$ cat config.mk
export PLATFORM = sky130hd
export DESIGN_NAME = fault_manager
export DESIGN_NICKNAME = d
export VERILOG_FILES = /design/src/fault_pkg.sv /design/src/fault_manager.sv /design/src/interval_timer.sv
export SDC_FILE = /design/constraint.sdc
export NUM_CORES = 1
export LEC_CHECK = 0
export ABC_AREA = 1
export BUFFER_PORTS_ARGS = -buffer_cell sky130_fd_sc_hd__buf_2
export CAP_MARGIN = 10
export CORE_ASPECT_RATIO = 1.2
export CORE_MARGIN = 4
export CORE_UTILIZATION = 60
export CTS_CLUSTER_DIAMETER = 40
export DETAILED_ROUTE_END_ITERATION = 12
export PLACE_DENSITY = 0.8
export SLEW_MARGIN = 25
export SYNTH_ARGS = -nofsm -noshare
export SYNTH_HDL_FRONTEND = slang
export SYNTH_SLANG_ARGS = --single-unit
$ cat constraint.sdc
create_clock -name ref_clk -period 4.86 [get_ports ref_clk]
set_input_delay 0.486 -clock ref_clk [delete_from_list [all_inputs] [get_ports ref_clk]]
set_output_delay 0.486 -clock ref_clk [all_outputs]
set_load 0.02 [all_outputs]
$ cat src/fault_pkg.sv
package fault_pkg;

  localparam int unsigned CLK_HZ = 200_000_000;
  localparam int unsigned MS_PER_S = 1000;
  localparam int unsigned CYC_PER_MS = CLK_HZ / MS_PER_S;

  // probe ramp limit, retry time step and watchdog interval step
  localparam int unsigned PROBE_TIMEOUT_MS = 500;
  localparam int unsigned PROBE_TIMEOUT_CYCLES = PROBE_TIMEOUT_MS * CYC_PER_MS;
  localparam int unsigned RETRY_UNIT_MS = 100;
  localparam int unsigned RETRY_UNIT_CYCLES = RETRY_UNIT_MS * CYC_PER_MS;
  localparam int unsigned WDT_UNIT_MS = 1;
  localparam int unsigned WDT_UNIT_CYCLES = WDT_UNIT_MS * CYC_PER_MS;

  localparam int ADDR_W = 12;
  localparam int DATA_W = 32;
  localparam logic [ADDR_W-1:0] ADDR_CTRL = 12'h000;
  localparam logic [ADDR_W-1:0] ADDR_CMD = 12'h004;
  localparam logic [ADDR_W-1:0] ADDR_STATUS = 12'h008;
  localparam int CMD_CLEAR_BIT = 0;

  typedef struct packed {
    logic [7:0] wdt_interval;
    logic [3:0] lock_retry_time;
    logic host_watchdog_action_sel;
    logic host_watchdog_enable;
    logic sat_flags_enable;
    logic bus_limit_enable;
    logic probe_rate_fault_enable;
    logic probe_timeout_enable;
    logic supply_overvoltage_level_sel;
    logic supply_overvoltage_enable;
  } ctrl_cfg_t;

  localparam int CFG_W = $bits(ctrl_cfg_t);
  localparam ctrl_cfg_t CFG_RESET = 20'h0a401;

  typedef struct packed {
    logic supply_uv;
    logic avdd_uv;
    logic buck_uv;
    logic pump_uv;
    logic supply_ov_low_trip;
    logic supply_ov_high_trip;
    logic probe_ramp;
    logic probe_pulse;
    logic probe_decayed;
    logic measure_rl;
    logic measure_ke;
    logic backemf_low;
    logic bus_over_limit;
    logic cur_loop_sat;
    logic spd_loop_sat;
    logic watchdog_tickle;
  } sense_t;

  typedef struct packed {
    logic fault_pin_low;
    logic watchdog_fault;
    logic spd_sat;
    logic cur_sat;
    logic bus_limit;
    logic measure_backemf_fault;
    logic measure_probe_fault;
    logic probe_rate_flag;
    logic probe_timeout_flag;
    logic buck_low_flag;
    logic supply_overvoltage_flag;
    logic pump_low_flag;
    logic controller_fault;
    logic driver_fault;
  } status_t;

  typedef struct packed {
    logic psel;
    logic penable;
    logic pwrite;
    logic [ADDR_W-1:0] paddr;
    logic [DATA_W-1:0] pwdata;
  } apb_req_t;

  typedef struct packed {
    logic [DATA_W-1:0] prdata;
    logic pready;
    logic pslverr;
  } apb_rsp_t;

  typedef enum logic [2:0] {
    ST_RESET = 3'b001,
    ST_RUN = 3'b010,
    ST_RETRY = 3'b100
  } pwr_state_t;

endpackage

$ cat src/fault_manager.sv
`timescale 1ns/1ps
// Overview of operation
// main supply undervoltage: power stage, pump, controller off, then reset
// analog regulator undervoltage: same shutdown and reset as main supply
// step-down feedback low: flag it, keep regulating, no shutdown
// pump low: stage off, fault pin low, driver and pump flags set
// pump low ends: resume alone; pump flag held until clear command
// supply overvoltage: stage off, fault pin low, driver and ov flags
// overvoltage ends: resume alone; ov flag held until clear command
// overvoltage enable at zero: overvoltage ignored completely
// one level select bit picks the low or high overvoltage trip
// probe ramp too long, enabled: report, stage off, timed retry
// probe pulse before decay, enabled: report, stage off, timed retry
// measurement probe timeout or weak back-emf: report, stage off, latch
// bus current over limit, enabled: report, limit speed, stage runs
// current loop saturation, enabled: report, stage runs, clears alone
// speed loop saturation, enabled: report, stage runs, clears alone
// missed watchdog: report; action bit picks run on or latched off
// retry: stage and fault pin restored after lock retry time
// latched faults end on clear command once the condition is gone
// host refreshes watchdog within interval while supervision enabled
// fault pin low while any reporting fault is active or latched
module fault_manager #(
  parameter int unsigned PROBE_TIMEOUT_CYC = fault_pkg::PROBE_TIMEOUT_CYCLES,
  parameter int unsigned RETRY_UNIT_CYC = fault_pkg::RETRY_UNIT_CYCLES,
  parameter int unsigned WDT_UNIT_CYC = fault_pkg::WDT_UNIT_CYCLES
) (
  input wire logic ref_clk,
  input wire logic rst_n,
  input wire fault_pkg::apb_req_t apb_req,
  output fault_pkg::apb_rsp_t apb_rsp,
  input wire fault_pkg::sense_t sense,
  output logic fault_out_n,
  output logic fets_off,
  output logic pump_enable,
  output logic ctrl_enable,
  output logic core_reset,
  output logic speed_limit
);
  import fault_pkg::*;

  function automatic logic reg_hit(input logic [ADDR_W-1:0] addr,
                                   input logic [ADDR_W-1:0] offset);
    reg_hit = (addr == offset);
  endfunction

  sense_t sync1_r;
  sense_t s;
  ctrl_cfg_t cfg_r;
  pwr_state_t state_r;
  apb_rsp_t rsp_r;
  status_t status;
  logic fault_out_n_r, fets_off_r, pump_enable_r, ctrl_enable_r;
  logic core_reset_r, speed_limit_r, fault_clear_cmd_r;
  logic pulse_prev_r, tickle_prev_r, probe_to_prev_r, wdt_prev_r;
  logic pump_low_flag_r, ov_flag_r, buck_flag_r;
  logic probe_to_flag_r, rate_flag_r;
  logic meas_probe_r, meas_bemf_r, wdt_flag_r, wdt_lock_r;
  logic uv_any, ov_trip, ov_live, probe_to, probe_to_rise;
  logic meas_probe_cond, bemf_cond, probe_to_evt, rate_evt, retry_evt;
  logic retry_done, wdt_expired, wdt_rise, tickle_rise;
  logic bus_live, cur_sat_live, spd_sat_live;
  logic drv_fault, ctrl_fault, any_report, hiz;
  logic access, commit, mapped;

  // pins from the analog side are asynchronous to ref_clk
  always_ff @(posedge ref_clk or negedge rst_n) begin
    if (!rst_n) begin
      sync1_r <= '0;
      s <= '0;
    end else begin
      sync1_r <= sense;
      s <= sync1_r;
    end
  end

  always_ff @(posedge ref_clk or negedge rst_n) begin
    if (!rst_n) begin
      pulse_prev_r <= 1'b0;
      tickle_prev_r <= 1'b0;
      probe_to_prev_r <= 1'b0;
      wdt_prev_r <= 1'b0;
    end else begin
      pulse_prev_r <= s.probe_pulse;
      tickle_prev_r <= s.watchdog_tickle;
      probe_to_prev_r <= probe_to;
      wdt_prev_r <= wdt_expired;
    end
  end

  assign uv_any = s.supply_uv | s.avdd_uv; // see
  assign ov_trip = cfg_r.supply_overvoltage_level_sel ?
                   s.supply_ov_high_trip : s.supply_ov_low_trip;
  assign ov_live = cfg_r.supply_overvoltage_enable & ov_trip;
  assign probe_to_rise = probe_to & !probe_to_prev_r;
  assign meas_probe_cond = probe_to & s.measure_rl;
  assign bemf_cond = s.measure_ke & s.backemf_low;
  // a timeout while measure_rl is set latches instead of retrying
  assign probe_to_evt = probe_to_rise & !s.measure_rl &
                        cfg_r.probe_timeout_enable;
  assign rate_evt = s.probe_pulse & !pulse_prev_r & !s.probe_decayed &
                    cfg_r.probe_rate_fault_enable;
  assign retry_evt = probe_to_evt | rate_evt;
  assign tickle_rise = s.watchdog_tickle & !tickle_prev_r;
  assign wdt_rise = wdt_expired & !wdt_prev_r & cfg_r.host_watchdog_enable;
  assign bus_live = cfg_r.bus_limit_enable & s.bus_over_limit;
  assign cur_sat_live = cfg_r.sat_flags_enable & s.cur_loop_sat;
  assign spd_sat_live = cfg_r.sat_flags_enable & s.spd_loop_sat;

  interval_timer #(
    .UNIT_CYCLES(PROBE_TIMEOUT_CYC)
  ) u_probe_timer (
    .ref_clk(ref_clk),
    .rst_n(rst_n),
    .restart(!s.probe_ramp),
    .run(s.probe_ramp),
    .units(8'h01),
    .expired(probe_to)
  );

  interval_timer #(
    .UNIT_CYCLES(RETRY_UNIT_CYC)
  ) u_retry_timer (
    .ref_clk(ref_clk),
    .rst_n(rst_n),
    .restart(retry_evt || (state_r != ST_RETRY)),
    .run(state_r == ST_RETRY),
    .units({4'h0, cfg_r.lock_retry_time}),
    .expired(retry_done)
  );

  // the clear command re-arms the watchdog as well
  interval_timer #(
    .UNIT_CYCLES(WDT_UNIT_CYC)
  ) u_wdt_timer (
    .ref_clk(ref_clk),
    .rst_n(rst_n),
    .restart(tickle_rise || !cfg_r.host_watchdog_enable ||
             fault_clear_cmd_r),
    .run(cfg_r.host_watchdog_enable),
    .units(cfg_r.wdt_interval),
    .expired(wdt_expired)
  );

  always_ff @(posedge ref_clk or negedge rst_n) begin
    if (!rst_n) begin
      state_r <= ST_RESET;
    end else if (uv_any) begin
      state_r <= ST_RESET; // see
    end else begin
      case (state_r)
        ST_RESET: begin
          state_r <= ST_RUN;
        end
        ST_RUN: begin
          if (retry_evt) begin
            state_r <= ST_RETRY; // see
          end
        end
        ST_RETRY: begin
          if (retry_done && !retry_evt) begin
            state_r <= ST_RUN;
          end
        end
        default: begin
          state_r <= ST_RESET;
        end
      endcase
    end
  end

  // sticky supply flags: a set in the clear cycle wins
  always_ff @(posedge ref_clk or negedge rst_n) begin
    if (!rst_n) begin
      pump_low_flag_r <= 1'b0;
      ov_flag_r <= 1'b0;
      buck_flag_r <= 1'b0;
    end else if (uv_any) begin
      pump_low_flag_r <= 1'b0;
      ov_flag_r <= 1'b0;
      buck_flag_r <= 1'b0;
    end else begin
      if (s.pump_uv) begin
        pump_low_flag_r <= 1'b1;
      end else if (fault_clear_cmd_r) begin
        pump_low_flag_r <= 1'b0;
      end
      if (ov_live) begin
        ov_flag_r <= 1'b1;
      end else if (fault_clear_cmd_r) begin
        ov_flag_r <= 1'b0;
      end
      if (s.buck_uv) begin
        buck_flag_r <= 1'b1;
      end else if (fault_clear_cmd_r) begin
        buck_flag_r <= 1'b0;
      end
    end
  end

  // retry flags drop when the retry period runs out
  always_ff @(posedge ref_clk or negedge rst_n) begin
    if (!rst_n) begin
      probe_to_flag_r <= 1'b0;
      rate_flag_r <= 1'b0;
    end else if (uv_any) begin
      probe_to_flag_r <= 1'b0;
      rate_flag_r <= 1'b0;
    end else begin
      if (probe_to_evt) begin
        probe_to_flag_r <= 1'b1;
      end else if (state_r == ST_RETRY && retry_done) begin
        probe_to_flag_r <= 1'b0;
      end
      if (rate_evt) begin
        rate_flag_r <= 1'b1;
      end else if (state_r == ST_RETRY && retry_done) begin
        rate_flag_r <= 1'b0;
      end
    end
  end

  // latched faults need the condition gone and a clear command
  always_ff @(posedge ref_clk or negedge rst_n) begin
    if (!rst_n) begin
      meas_probe_r <= 1'b0;
      meas_bemf_r <= 1'b0;
      wdt_flag_r <= 1'b0;
      wdt_lock_r <= 1'b0;
    end else if (uv_any) begin
      meas_probe_r <= 1'b0;
      meas_bemf_r <= 1'b0;
      wdt_flag_r <= 1'b0;
      wdt_lock_r <= 1'b0;
    end else begin
      if (meas_probe_cond) begin
        meas_probe_r <= 1'b1;
      end else if (fault_clear_cmd_r) begin
        meas_probe_r <= 1'b0;
      end
      if (bemf_cond) begin
        meas_bemf_r <= 1'b1;
      end else if (fault_clear_cmd_r) begin
        meas_bemf_r <= 1'b0;
      end
      if (wdt_rise) begin
        wdt_flag_r <= 1'b1;
        wdt_lock_r <= cfg_r.host_watchdog_action_sel;
      end else if (fault_clear_cmd_r) begin
        wdt_flag_r <= 1'b0;
        wdt_lock_r <= 1'b0;
      end
    end
  end

  assign drv_fault = s.pump_uv | ov_live; // see
  assign ctrl_fault = (state_r == ST_RETRY) | meas_probe_r | meas_bemf_r |
                      wdt_flag_r | bus_live | cur_sat_live | spd_sat_live;
  assign any_report = drv_fault | ctrl_fault;
  assign hiz = uv_any | (state_r == ST_RESET) | s.pump_uv | ov_live |
               (state_r == ST_RETRY) | meas_probe_r | meas_bemf_r |
               wdt_lock_r; // see see see

  always_ff @(posedge ref_clk or negedge rst_n) begin
    if (!rst_n) begin
      fault_out_n_r <= 1'b1;
      fets_off_r <= 1'b1;
      speed_limit_r <= 1'b0;
    end else begin
      fault_out_n_r <= uv_any | !any_report; // see see
      fets_off_r <= hiz; // see
      speed_limit_r <= bus_live;
    end
  end

  // the controller comes back two cycles after the supply recovers
  always_ff @(posedge ref_clk or negedge rst_n) begin
    if (!rst_n) begin
      pump_enable_r <= 1'b0;
      ctrl_enable_r <= 1'b0;
      core_reset_r <= 1'b1;
    end else begin
      pump_enable_r <= !uv_any; // see
      ctrl_enable_r <= !uv_any && (state_r != ST_RESET);
      core_reset_r <= uv_any || (state_r == ST_RESET);
    end
  end

  assign status = '{
    fault_pin_low: !fault_out_n_r,
    watchdog_fault: wdt_flag_r,
    spd_sat: spd_sat_live,
    cur_sat: cur_sat_live,
    bus_limit: bus_live,
    measure_backemf_fault: meas_bemf_r,
    measure_probe_fault: meas_probe_r,
    probe_rate_flag: rate_flag_r,
    probe_timeout_flag: probe_to_flag_r,
    buck_low_flag: buck_flag_r,
    supply_overvoltage_flag: ov_flag_r,
    pump_low_flag: pump_low_flag_r,
    controller_fault: ctrl_fault,
    driver_fault: drv_fault
  };

  // one wait state: pready rises in the second access cycle
  assign access = apb_req.psel & apb_req.penable;
  assign commit = access & rsp_r.pready;
  assign mapped = reg_hit(apb_req.paddr, ADDR_CTRL) |
                  reg_hit(apb_req.paddr, ADDR_CMD) |
                  reg_hit(apb_req.paddr, ADDR_STATUS);

  always_ff @(posedge ref_clk or negedge rst_n) begin
    if (!rst_n) begin
      rsp_r <= '0;
    end else begin
      rsp_r.pready <= access & !rsp_r.pready;
      if (access && !rsp_r.pready) begin
        rsp_r.pslverr <= !mapped;
        if (!apb_req.pwrite && reg_hit(apb_req.paddr, ADDR_CTRL)) begin
          rsp_r.prdata <= DATA_W'(cfg_r);
        end else if (!apb_req.pwrite &&
                     reg_hit(apb_req.paddr, ADDR_STATUS)) begin
          rsp_r.prdata <= DATA_W'(status);
        end else begin
          rsp_r.prdata <= '0;
        end
      end
    end
  end

  always_ff @(posedge ref_clk or negedge rst_n) begin
    if (!rst_n) begin
      cfg_r <= CFG_RESET;
    end else if (uv_any) begin
      cfg_r <= CFG_RESET;
    end else if (commit && apb_req.pwrite &&
                 reg_hit(apb_req.paddr, ADDR_CTRL)) begin
      cfg_r <= apb_req.pwdata[CFG_W-1:0];
    end
  end

  always_ff @(posedge ref_clk or negedge rst_n) begin
    if (!rst_n) begin
      fault_clear_cmd_r <= 1'b0;
    end else begin
      fault_clear_cmd_r <= commit && apb_req.pwrite &&
                           reg_hit(apb_req.paddr, ADDR_CMD) &&
                           apb_req.pwdata[CMD_CLEAR_BIT];
    end
  end

  assign apb_rsp = rsp_r;
  assign fault_out_n = fault_out_n_r;
  assign fets_off = fets_off_r;
  assign pump_enable = pump_enable_r;
  assign ctrl_enable = ctrl_enable_r;
  assign core_reset = core_reset_r;
  assign speed_limit = speed_limit_r;
endmodule // fault_manager

$ cat src/interval_timer.sv
`timescale 1ns/1ps
// counts units of UNIT_CYCLES while run is high; expired holds until restart
module interval_timer #(
  parameter int unsigned UNIT_CYCLES = 1
) (
  input wire logic ref_clk,
  input wire logic rst_n,
  input wire logic restart,
  input wire logic run,
  input wire logic [7:0] units,
  output logic expired
);
  logic [31:0] cyc_r;
  logic [7:0] unit_r;
  logic expired_r;
  logic [7:0] target;
  logic [7:0] unit_inc;

  // zero units would wait 256 units, so it counts as one
  assign target = (units == 8'h00) ? 8'h01 : units;
  assign unit_inc = 8'(unit_r + 8'h01);
  assign expired = expired_r;

  always_ff @(posedge ref_clk or negedge rst_n) begin
    if (!rst_n) begin
      cyc_r <= 32'h0;
      unit_r <= 8'h00;
      expired_r <= 1'b0;
    end else if (restart) begin
      cyc_r <= 32'h0;
      unit_r <= 8'h00;
      expired_r <= 1'b0;
    end else if (run && !expired_r) begin
      if (cyc_r == 32'(UNIT_CYCLES - 1)) begin
        cyc_r <= 32'h0;
        unit_r <= unit_inc;
        if (unit_inc == target) begin
          expired_r <= 1'b1;
        end
      end else begin
        cyc_r <= 32'(cyc_r + 32'h1);
      end
    end
  end
endmodule // interval_timer

==> After elaboration in Yosys (flattened, before gate mapping) <==
Cells that the tools add are included.
{ "op_classes": {"n_bitwise": 38, "n_div": 0, "n_reduce_logical": 59, "magnitude_cmp": 0, "multipliers": 0, "add_sub_neg": 6, "muxes": 61, "eq_ne": 18, "shift": 0} }
{ "ops": {"columns": ["op", "n"], "rows": [
  ["$mux W32", 9],
  ["$add A32 B1 Y32 const B", 3],
  ["$mux W8", 10],
  ["$mux W20", 3],
  ["$mux W1", 33],
  ["$eq A32 B18 Y1 const B", 1],
  ["$eq A32 B25 Y1 const B", 1],
  ["$eq A32 B27 Y1 const B", 1],
  ["$add A8 B1 Y8 const B", 3],
  ["$reduce_bool A3 Y1", 8],
  ["$or A1 B1 Y1", 20],
  ["$and A1 B1 Y1", 18],
  ["$logic_not A1 Y1", 17],
  ["$eq A8 B8 Y1", 2],
  ["$logic_not A8 Y1", 2],
  ["$mux W14", 1],
  ["$reduce_bool A2 Y1", 7],
  ["$logic_and A1 B1 Y1", 13],
  ["$eq A12 B3 Y1 const B", 1],
  ["$eq A12 B4 Y1 const B", 1],
  ["$logic_not A12 Y1", 1],
  ["$mux W3", 3],
  ["$ne A3 B3 Y1 const B", 3],
  ["$pmux W3 S3", 1],
  ["10 further kinds", 20]
]} }
{ "word_totals": {"mem_bits_ro": 0, "ff_bits": 232, "latchBits": 0, "wordCells": 257, "inputBits": 65, "out_inout_bits": 40, "mem_bits_rw": 0, "memories": 0} }

==> Longest topological paths before layout <==
Gate-level depths: netlist of the first run.
{ "logic_depth": {"word_depth": 10, "depth_mapped": 11, "ltp_nobuf": 11} }

==> Hierarchy <==
From an unflattened synthesis of the first run, not the netlist that was laid out.
{ "hier_totals": {"hier_cells": 1675, "hier_area_um2": 12456.9} }
{ "by_module_without_submodules": {"columns": ["mod", "area_each_um2", "cells_per_inst", "n_inst", "seq_area_each_um2"], "rows": [
  ["fault_manager", 3788.6, 399, 1, 2437.3],
  ["interval_timer (u_wdt_timer)", 2926.6, 443, 1, 1026.0],
  ["interval_timer (u_retry_timer)", 2904.0, 414, 1, 1026.0],
  ["interval_timer (u_probe_timer)", 2837.7, 419, 1, 1026.0]
]} }

==> Least setup slack after synthesis of the first run <==
No wires, ideal clock.
{ "synth_path": {"path_kind": "flip-flop to flip-flop", "start": "register u_retry_timer.cyc_r[0]", "end": "register u_retry_timer.unit_r[3]", "period_less_slack_ps": 1607, "setup_time_ps": 118, "n_path_buf": 1, "setup_slack_ps": 3253, "arrival_time_ps": 1489, "required_time_ps": 4742, "path_stages_with_launch": 12, "cell_sequence": "dfrtp_1 ha_1 inv_2 nor2_4 nand2_2 nor2_2 nand2_2 nand2_2 nand2_4 buf_6 nand2_1 o21ai_2"} }
{ "synth_between": {"elab_chain_cells": 3} }
{ "synth_lines": {"columns": ["item", "line", "source"], "rows": [
  ["from (decl)", "interval_timer.sv:13", "logic [31:0] cyc_r;"],
  ["from (signal assigned)", "interval_timer.sv:41", "cyc_r <= 32'(cyc_r + 32'h1);"],
  ["$eq A32 B25 Y1", "interval_timer.sv:34", "if (cyc_r == 32'(UNIT_CYCLES - 1)) begin"],
  ["$reduce_bool A2 Y1 (no source line)", null, null],
  ["$reduce_and A2 Y1 (no source line)", null, null],
  ["to (signal assigned)", "interval_timer.sv:36", "unit_r <= unit_inc;"],
  ["to (decl)", "interval_timer.sv:14", "logic [7:0] unit_r;"]
]} }
Every way passes these cells.
A chain may end at the register's enable or synchronous reset.

==> Worst setup path in the final report of the first run <==
{ "layout_path": {"start": "register s[9] in the netlist's numbering", "end": "register u_probe_timer.cyc_r[10]"} }
{ "layout_between": {"elab_chain_cells": 2, "word_cells_on_any_way": 3, "classes_between": "1 x eq/ne; 1 x mux; 1 x reduce/logical"} }
{ "layout_lines": {"columns": ["item", "line", "source"], "rows": [
  ["from (decl)", "fault_manager.sv:48", "sense_t s;"],
  ["from (signal assigned)", "fault_manager.sv:73", "s <= sync1_r;"],
  ["$logic_and A1 B1 Y1", "interval_timer.sv:33", "end else if (run && !expired_r) begin"],
  ["$ne A2 B1 Y1 (no source line)", null, null],
  ["to (signal assigned)", "interval_timer.sv:41", null],
  ["to (decl)", "interval_timer.sv:13", null]
]} }
Parallel ways exist; a longest one is shown, timed or not.

==> results.cfg, run 1 <==
[sta]
post-route-period-util_pct = 46.4
rsz0062_at_grt = false
setup_viol = 0
tightest_slew_ns = 0.884
finalSetupTns_ns = 0
slew_headroom_pct = 40.7
setup_slack_ns = 2.60
maxSlewViolCount = 0
clock_skew_ns = 0.0235
worst_hold_slack_ns = 0.0345
fmax_ghz = 0.443
finalHoldViolCount = 0
fin_crit_ns = 2.26

[layout]
fillers = 1661
area_delta_synth_final_pct = 12.6
nets = 1818
final_cells = 2030
num_antenna_cells = 0
drive_gt1_share_pct = 11.6

[clock_network]
clockRootBuffer = clkbuf_16
postCtsSetupBuffers = 0
cts_hold_buf = 0
clock_latency_ns = 0.55
clockBufferDepth = 3
cts_resized = 0
htree_num_levels = 1
clkTransAtPathRegs_ns = 0.06
cts_buffers = 29
cts_tree = done
clkSinkCount = 220

[grt]
grt.total_usage_pct = 26.7
antenna_found_initial = 0
grt_pass1_wl_um = 50100
grt-ovfl-total = 0
grt_max_degree = 145
grt_pass1_vias = 10800

[routing]
drtAntennaViolNets = 0
vias_per_cell = 5.51
drt_iter0_markers = 928
vias = 11200
wire_per_inst_um = 14.7
firstDrtPassIters = 6
drc = 0
wl_um = 29700

[placement]
gp_congestion = 0.975
port_buffers = 80
pre_cts_ws_ns = 2.63
place_inst = 1974
dp_hpwl_um = 20700

[power_and_ir_drop]
power_density_nw_per_um2 = 299
p_leak_nw = 6.30
ir_drop_mv = 0.327

[hold_path]
hold_class = input port to register

[yosys]
synth.distinct_cells = 42
synth_warnings = 0
yosys_register_bits = 220
yosysSeqAreaShare_pct = 45.4
postSynthCellCount = 1666
synth_area_per_cell_um2 = 7.29
netlist_area_um2 = 12200

[setup_path]
max_stage_delay_ns = 0.63
critPathCaptureType = register
startpoint_type = register
critPathSlowestCell = dfrtp_1
crit_top_cell = nand2_1
crit_buf_inv = 1
crit_fanout = 18
cp_top_family = simple AND/OR/NAND/NOR gates
cp_data_required_time_ns = 5.34
crit_chain = nand2_4 > inv_1 > nor2_2 > nand3_1 > nor2_1 > nand2_1 > nand2_1 > nand2_1 > nor2_1
arrival_ns = 2.73
critPathKind = register to register

[floorplan]
die_area_um2 = 22600
start_util_pct = 61.5
core_region_area_um2 = 19800
ioPinCount = 105
rows = 56
die_w_um = 138
chipHeight_um = 164

[run]
maxCapViolations = 0

[run_status]
status = completed
## area by class of cell
type | count | area [um2] | share of cell area (%)
clock buffers | 33 | 761 | 5.56
well taps | 261 | 327 | 2.39
clock inverters | 21 | 194 | 1.42
repair buffers | 88 | 505 | 3.70
flip-flops and latches | 220 | 5520 | 40.3
inverters | 184 | 691 | 5.05
multi-input cells | 1223 | 5690 | 41.6
## logic make-up (layout without fill, tap and decap cells)
logic type / after synthesis / count (layout) / share of synthesized area (%)
xor gates and xnor gates: 34 / 34 / 2.45
other: 1 / 12 / 0.0309
DFF: 220 / 220 / 45.4
muxes: 1 / 1 / 0.0824
adders and majority gates: 7 / 7 / 0.721
buffers and inverters: 234 / 326 / 8.20
and+or+nand+nor: 1055 / 1055 / 37.7
AOI/OAI and AO/OA: 114 / 114 / 5.39
## sequential cells by signal, summed over array words and instances (netlist names), 3 cells and up
register              count
apb_rsp                  22
cfg_r                    20
s                        16
state_r                   3
sync1_r                  16
u_probe_timer.cyc_r      32
u_probe_timer.unit_r      8
u_retry_timer.cyc_r      32
u_retry_timer.unit_r      8
u_wdt_timer.cyc_r        32
u_wdt_timer.unit_r        8
## cells in the mapped netlist, drive strengths merged
| cell type | count | area share (%) |
|---|---|---|
| a21o | 2 | 0.12 |
| and3 | 1 | 0.052 |
| conb | 1 | 0.031 |
| clkbuf | 15 | 0.46 |
| xor2 | 23 | 1.7 |
| nor2 | 238 | 7.8 |
| nand2b | 1 | 0.052 |
| dfrtp | 212 | 44 |
| nor4 | 1 | 0.052 |
| o21bai | 2 | 0.12 |
| nand2 | 525 | 17 |
| mux2i | 1 | 0.082 |
| a21oi | 9 | 0.46 |
| ha | 7 | 0.72 |
| nand4 | 70 | 3.6 |
| o21ai | 98 | 4.5 |
| buf | 35 | 2.0 |
| nand3 | 155 | 6.6 |
| o31ai | 1 | 0.062 |
| dfstp | 8 | 1.7 |
| or2 | 1 | 0.052 |
| o211ai | 1 | 0.062 |
| xnor2 | 11 | 0.79 |
| nor3 | 57 | 2.6 |
| inv | 183 | 5.7 |
| clkinv | 1 | 0.031 |
| nor3b | 1 | 0.062 |
| nand3b | 5 | 0.31 |
| o22ai | 1 | 0.052 |
## through the flow
stage / area [um2] / power, mW / util, %
final: 13700 / 4.09 / 69.2
after global placement: 12700 / 2.05 / 64.2
after CTS: 13600 / 4.11 / 69.0
after floorplan: 12200 / 1.98 / -
after detailed placement: 12700 / 2.06 / 64.2
after global routing: 13700 / 4.23 / 69.2
## worst register-to-register path, stage by stage, from the launching register on
cell     delay, ns
dfrtp_1       0.63
nand2_4       0.35
inv_1         0.33
nor2_2        0.23
nand3_1       0.12
nor2_1        0.18
nand2_1       0.09
nand2_1       0.09
nand2_1       0.05
nor2_1        0.11
## where the power goes
part / internal (mW) / total [mW] / switching [mW] / leakage, nW
Clock: 1.20 / 2.06 / 0.858 / 0.447
Sequential: 1.86 / 1.88 / 0.0179 / 2.95
Combinational: 0.0419 / 0.147 / 0.105 / 2.90
Total: 3.11 / 4.09 / 0.981 / 6.30
## per-layer routing
| layer | part of all wire (%) | vias up | track usage [%] |
|---|---|---|---|
| met5 | 0 | - | 0 |
| met3 | 6.9 | 79 | 4.29 |
| met4 | 2.6 | 0 | 8.31 |
| met2 | 48 | 388 | 45.2 |
| li1 | - | 5482 | - |
| met1 | 43 | 5240 | 35.4 |
## cell usage in the layout, fill, tap and decap left out, types with 7 or more instances in the layout
cell and n:
nand2_1 513, nor2_1 223, dfrtp_1 212, inv_1 179, nand3_1 150, o21ai_0 81
buf_2 79, nand4_1 70, nor3_1 52, clkbuf_16 29, xor2_1 23, o21ai_2 15
conb_1 12, xnor2_1 11, nor2_2 10, nand2_2 9, a21oi_1 8, dfstp_2 8
clkinvlp_4 8, ha_1 7
## worst paths after layout
| check | startpoint | end | slack (ns) | depth (start not counted) |
|---|---|---|---|---|
| worst min register to register | sync1_r[2] | s[2] | 0.34 | 0 |
| worst max register to register | s[9] | u_probe_timer.cyc_r[10] | 2.60 | 9 |
| worst min-delay path | sense[9] | sync1_r[9] | 0.03 | 1 |
| worst max-delay path | s[9] | u_probe_timer.cyc_r[10] | 2.60 | 9 |
| min in group asynchronous | rst_n | apb_rsp[5] | 0.46 | 2 |
| max in group asynchronous | rst_n | cfg_r[10] | 3.16 | 4 |
(Power assumes the default switching activity.)
==> inputs of run 2 (changes only) <==
- clock period: 4.86 -> 2.25 ns (I/O delays scaled with it)
==> run 2 against run 1 <==
Compared with the run above:
- critical path depth increased by 1
- die area unchanged
- worst hold slack got worse by 0.021 ns
- register-to-register slack worse by 2.4 ns
- fmax increased by 12%
- largest cell class unchanged
- combinational power grew to 2.6 times the previous value
- largest power group unchanged
- sequential share of layout area down 1.8 points
- critical endpoint is now u_wdt_timer.cyc_r[19]
==> results.cfg, run 2 (synthesized netlist as in run 1, its figures left out) <==
[sta]
setup_slack_ns = 0.235
post-route-period-util_pct = 89.6
slew_headroom_pct = 56.1
rsz0062_at_grt = false
finalSetupTns_ns = 0
fin_crit_ns = 2.02
setup_viol = 0
maxSlewViolCount = 0
fmax_ghz = 0.496
worst_hold_slack_ns = 0.0138
tightest_slew_ns = 0.653
finalHoldViolCount = 0
clock_skew_ns = 0.0151

[clock_network]
cts_resized = 0
clockBufferDepth = 3
clkTransAtPathRegs_ns = 0.06
htree_num_levels = 2
clock_latency_ns = 0.50
clockRootBuffer = clkbuf_16
cts_buffers = 34
cts_tree = done
clkSinkCount = 220

[setup_path]
crit_fanout = 11
cp_data_required_time_ns = 2.62
critPathCaptureType = register
startpoint_type = register
critPathKind = register to register
arrival_ns = 2.39
reg2reg_slack_ns = 0.23

[routing]
drt_iter0_markers = 1014
vias_per_cell = 5.54
vias = 11500
drc = 0
wl_um = 31600
drtAntennaViolNets = 0
firstDrtPassIters = 6
wire_per_inst_um = 15.2

[floorplan]
start_util_pct = 61.5
die_w_um = 138
core_region_area_um2 = 19800
die_area_um2 = 22600
rows = 56
ioPinCount = 105
chipHeight_um = 164

[run_status]
status = completed

[placement]
dp_hpwl_um = 21500
place_area_um2 = 12800
port_buffers = 80
pre_cts_ws_ns = 0.279
gp_congestion = 0.958

[layout]
drive_gt1_share_pct = 12.3
top_regs = u_probe_timer.cyc_r x32, u_retry_timer.cyc_r x32, u_wdt_timer.cyc_r x32
post-route-util_pct = 72.5
layout_common_cells = nand2_1, nor2_1, dfrtp_1
num_antenna_cells = 0
area_delta_synth_final_pct = 17.9
fin_area_um2 = 14300
layout_commonest_cell = nand2_1
nets = 1865

[run]
maxCapViolations = 0

[hold_path]
hold_class = input port to register

[grt]
antenna_found_initial = 0
grt-ovfl-total = 0
grt_pass1_wl_um = 52300
grt_max_degree = 58
grt.total_usage_pct = 28.4
grt_pass1_vias = 11300

[power_and_ir_drop]
ir_drop_mv = 0.667
p_leak_nw = 6.62
power_density_nw_per_um2 = 693
run 2: cell count changes in the layout (fill, tap and decap cells not counted), moves of 3 or more:
cell,before,now
clkinvlp_4,8,3
buf_4,5,14
dlygate4sd3_1,1,33
clkbuf_16,29,37
bufinv_16,1,4
run 2: layout make-up:
| class | count | area (um2) |
|---|---|---|
| multi-input cells | 1223 | 5690 |
| flip-flops and latches | 220 | 5520 |
| fillers | 1574 | 5430 |
| clock buffers | 40 | 957 |
| repair buffers | 130 | 906 |
| inverters | 184 | 691 |
| well taps | 261 | 327 |
| clock inverters | 21 | 245 |
run 2: where the power goes:
group	switching, mW	internal, mW
logic	0.246	0.133
registers	0.0346	4.02
clock network	1.95	3.54
total	2.23	7.69
run 2: repair_timing:
action / 4_1_cts / 5_1_grt
buffers inserted: 0 / 0
endpoints found under the hold margin: 86 / 0
hold buffers: 33 / 0
run 2: worst paths after layout:
| kind | from | end | cells past startpoint |
|---|---|---|---|
| min | apb_req[9] | cfg_r[9] | 3 |
| min reg2reg | sync1_r[8] | s[8] | 0 |
| max reg2reg | u_wdt_timer.cyc_r[0] | u_wdt_timer.cyc_r[19] | 10 |
| max in group asynchronous | rst_n | u_wdt_timer.cyc_r[19] | 3 |
| max | u_wdt_timer.cyc_r[0] | u_wdt_timer.cyc_r[19] | 10 |
| min in group asynchronous | rst_n | apb_rsp[6] | 2 |
run 2: metrics by stage:
step                std cells  total power [mW]
floorplan                1677              4.28
global placement         1985              4.44
detailed placement       1985              4.45
CTS                      2079              9.98
global route             2079              10.2
finish                   2079              9.92
run 2: per-layer routing:
layer | up-vias | part of all wire, % | global-route usage [%] | wire length (um)
met5 | - | 0 | 0 | 0
met4 | 0 | 3.1 | 10.8 | 983
met3 | 80 | 7.3 | 4.93 | 2320
met2 | 447 | 49 | 48.3 | 15400
met1 | 5389 | 41 | 36.3 | 12900
li1 | 5599 | - | - | -
run 2: critical path, stage by stage, from the launching register on:
cell and delay [ns]:
dfrtp_1 0.39, ha_1 0.29, nand3_2 0.15, inv_1 0.16, nand2_1 0.08, nor3_1 0.14, nand2_1 0.08, nand2_1 0.10
nand2_2 0.16, inv_2 0.24, nor2_1 0.08
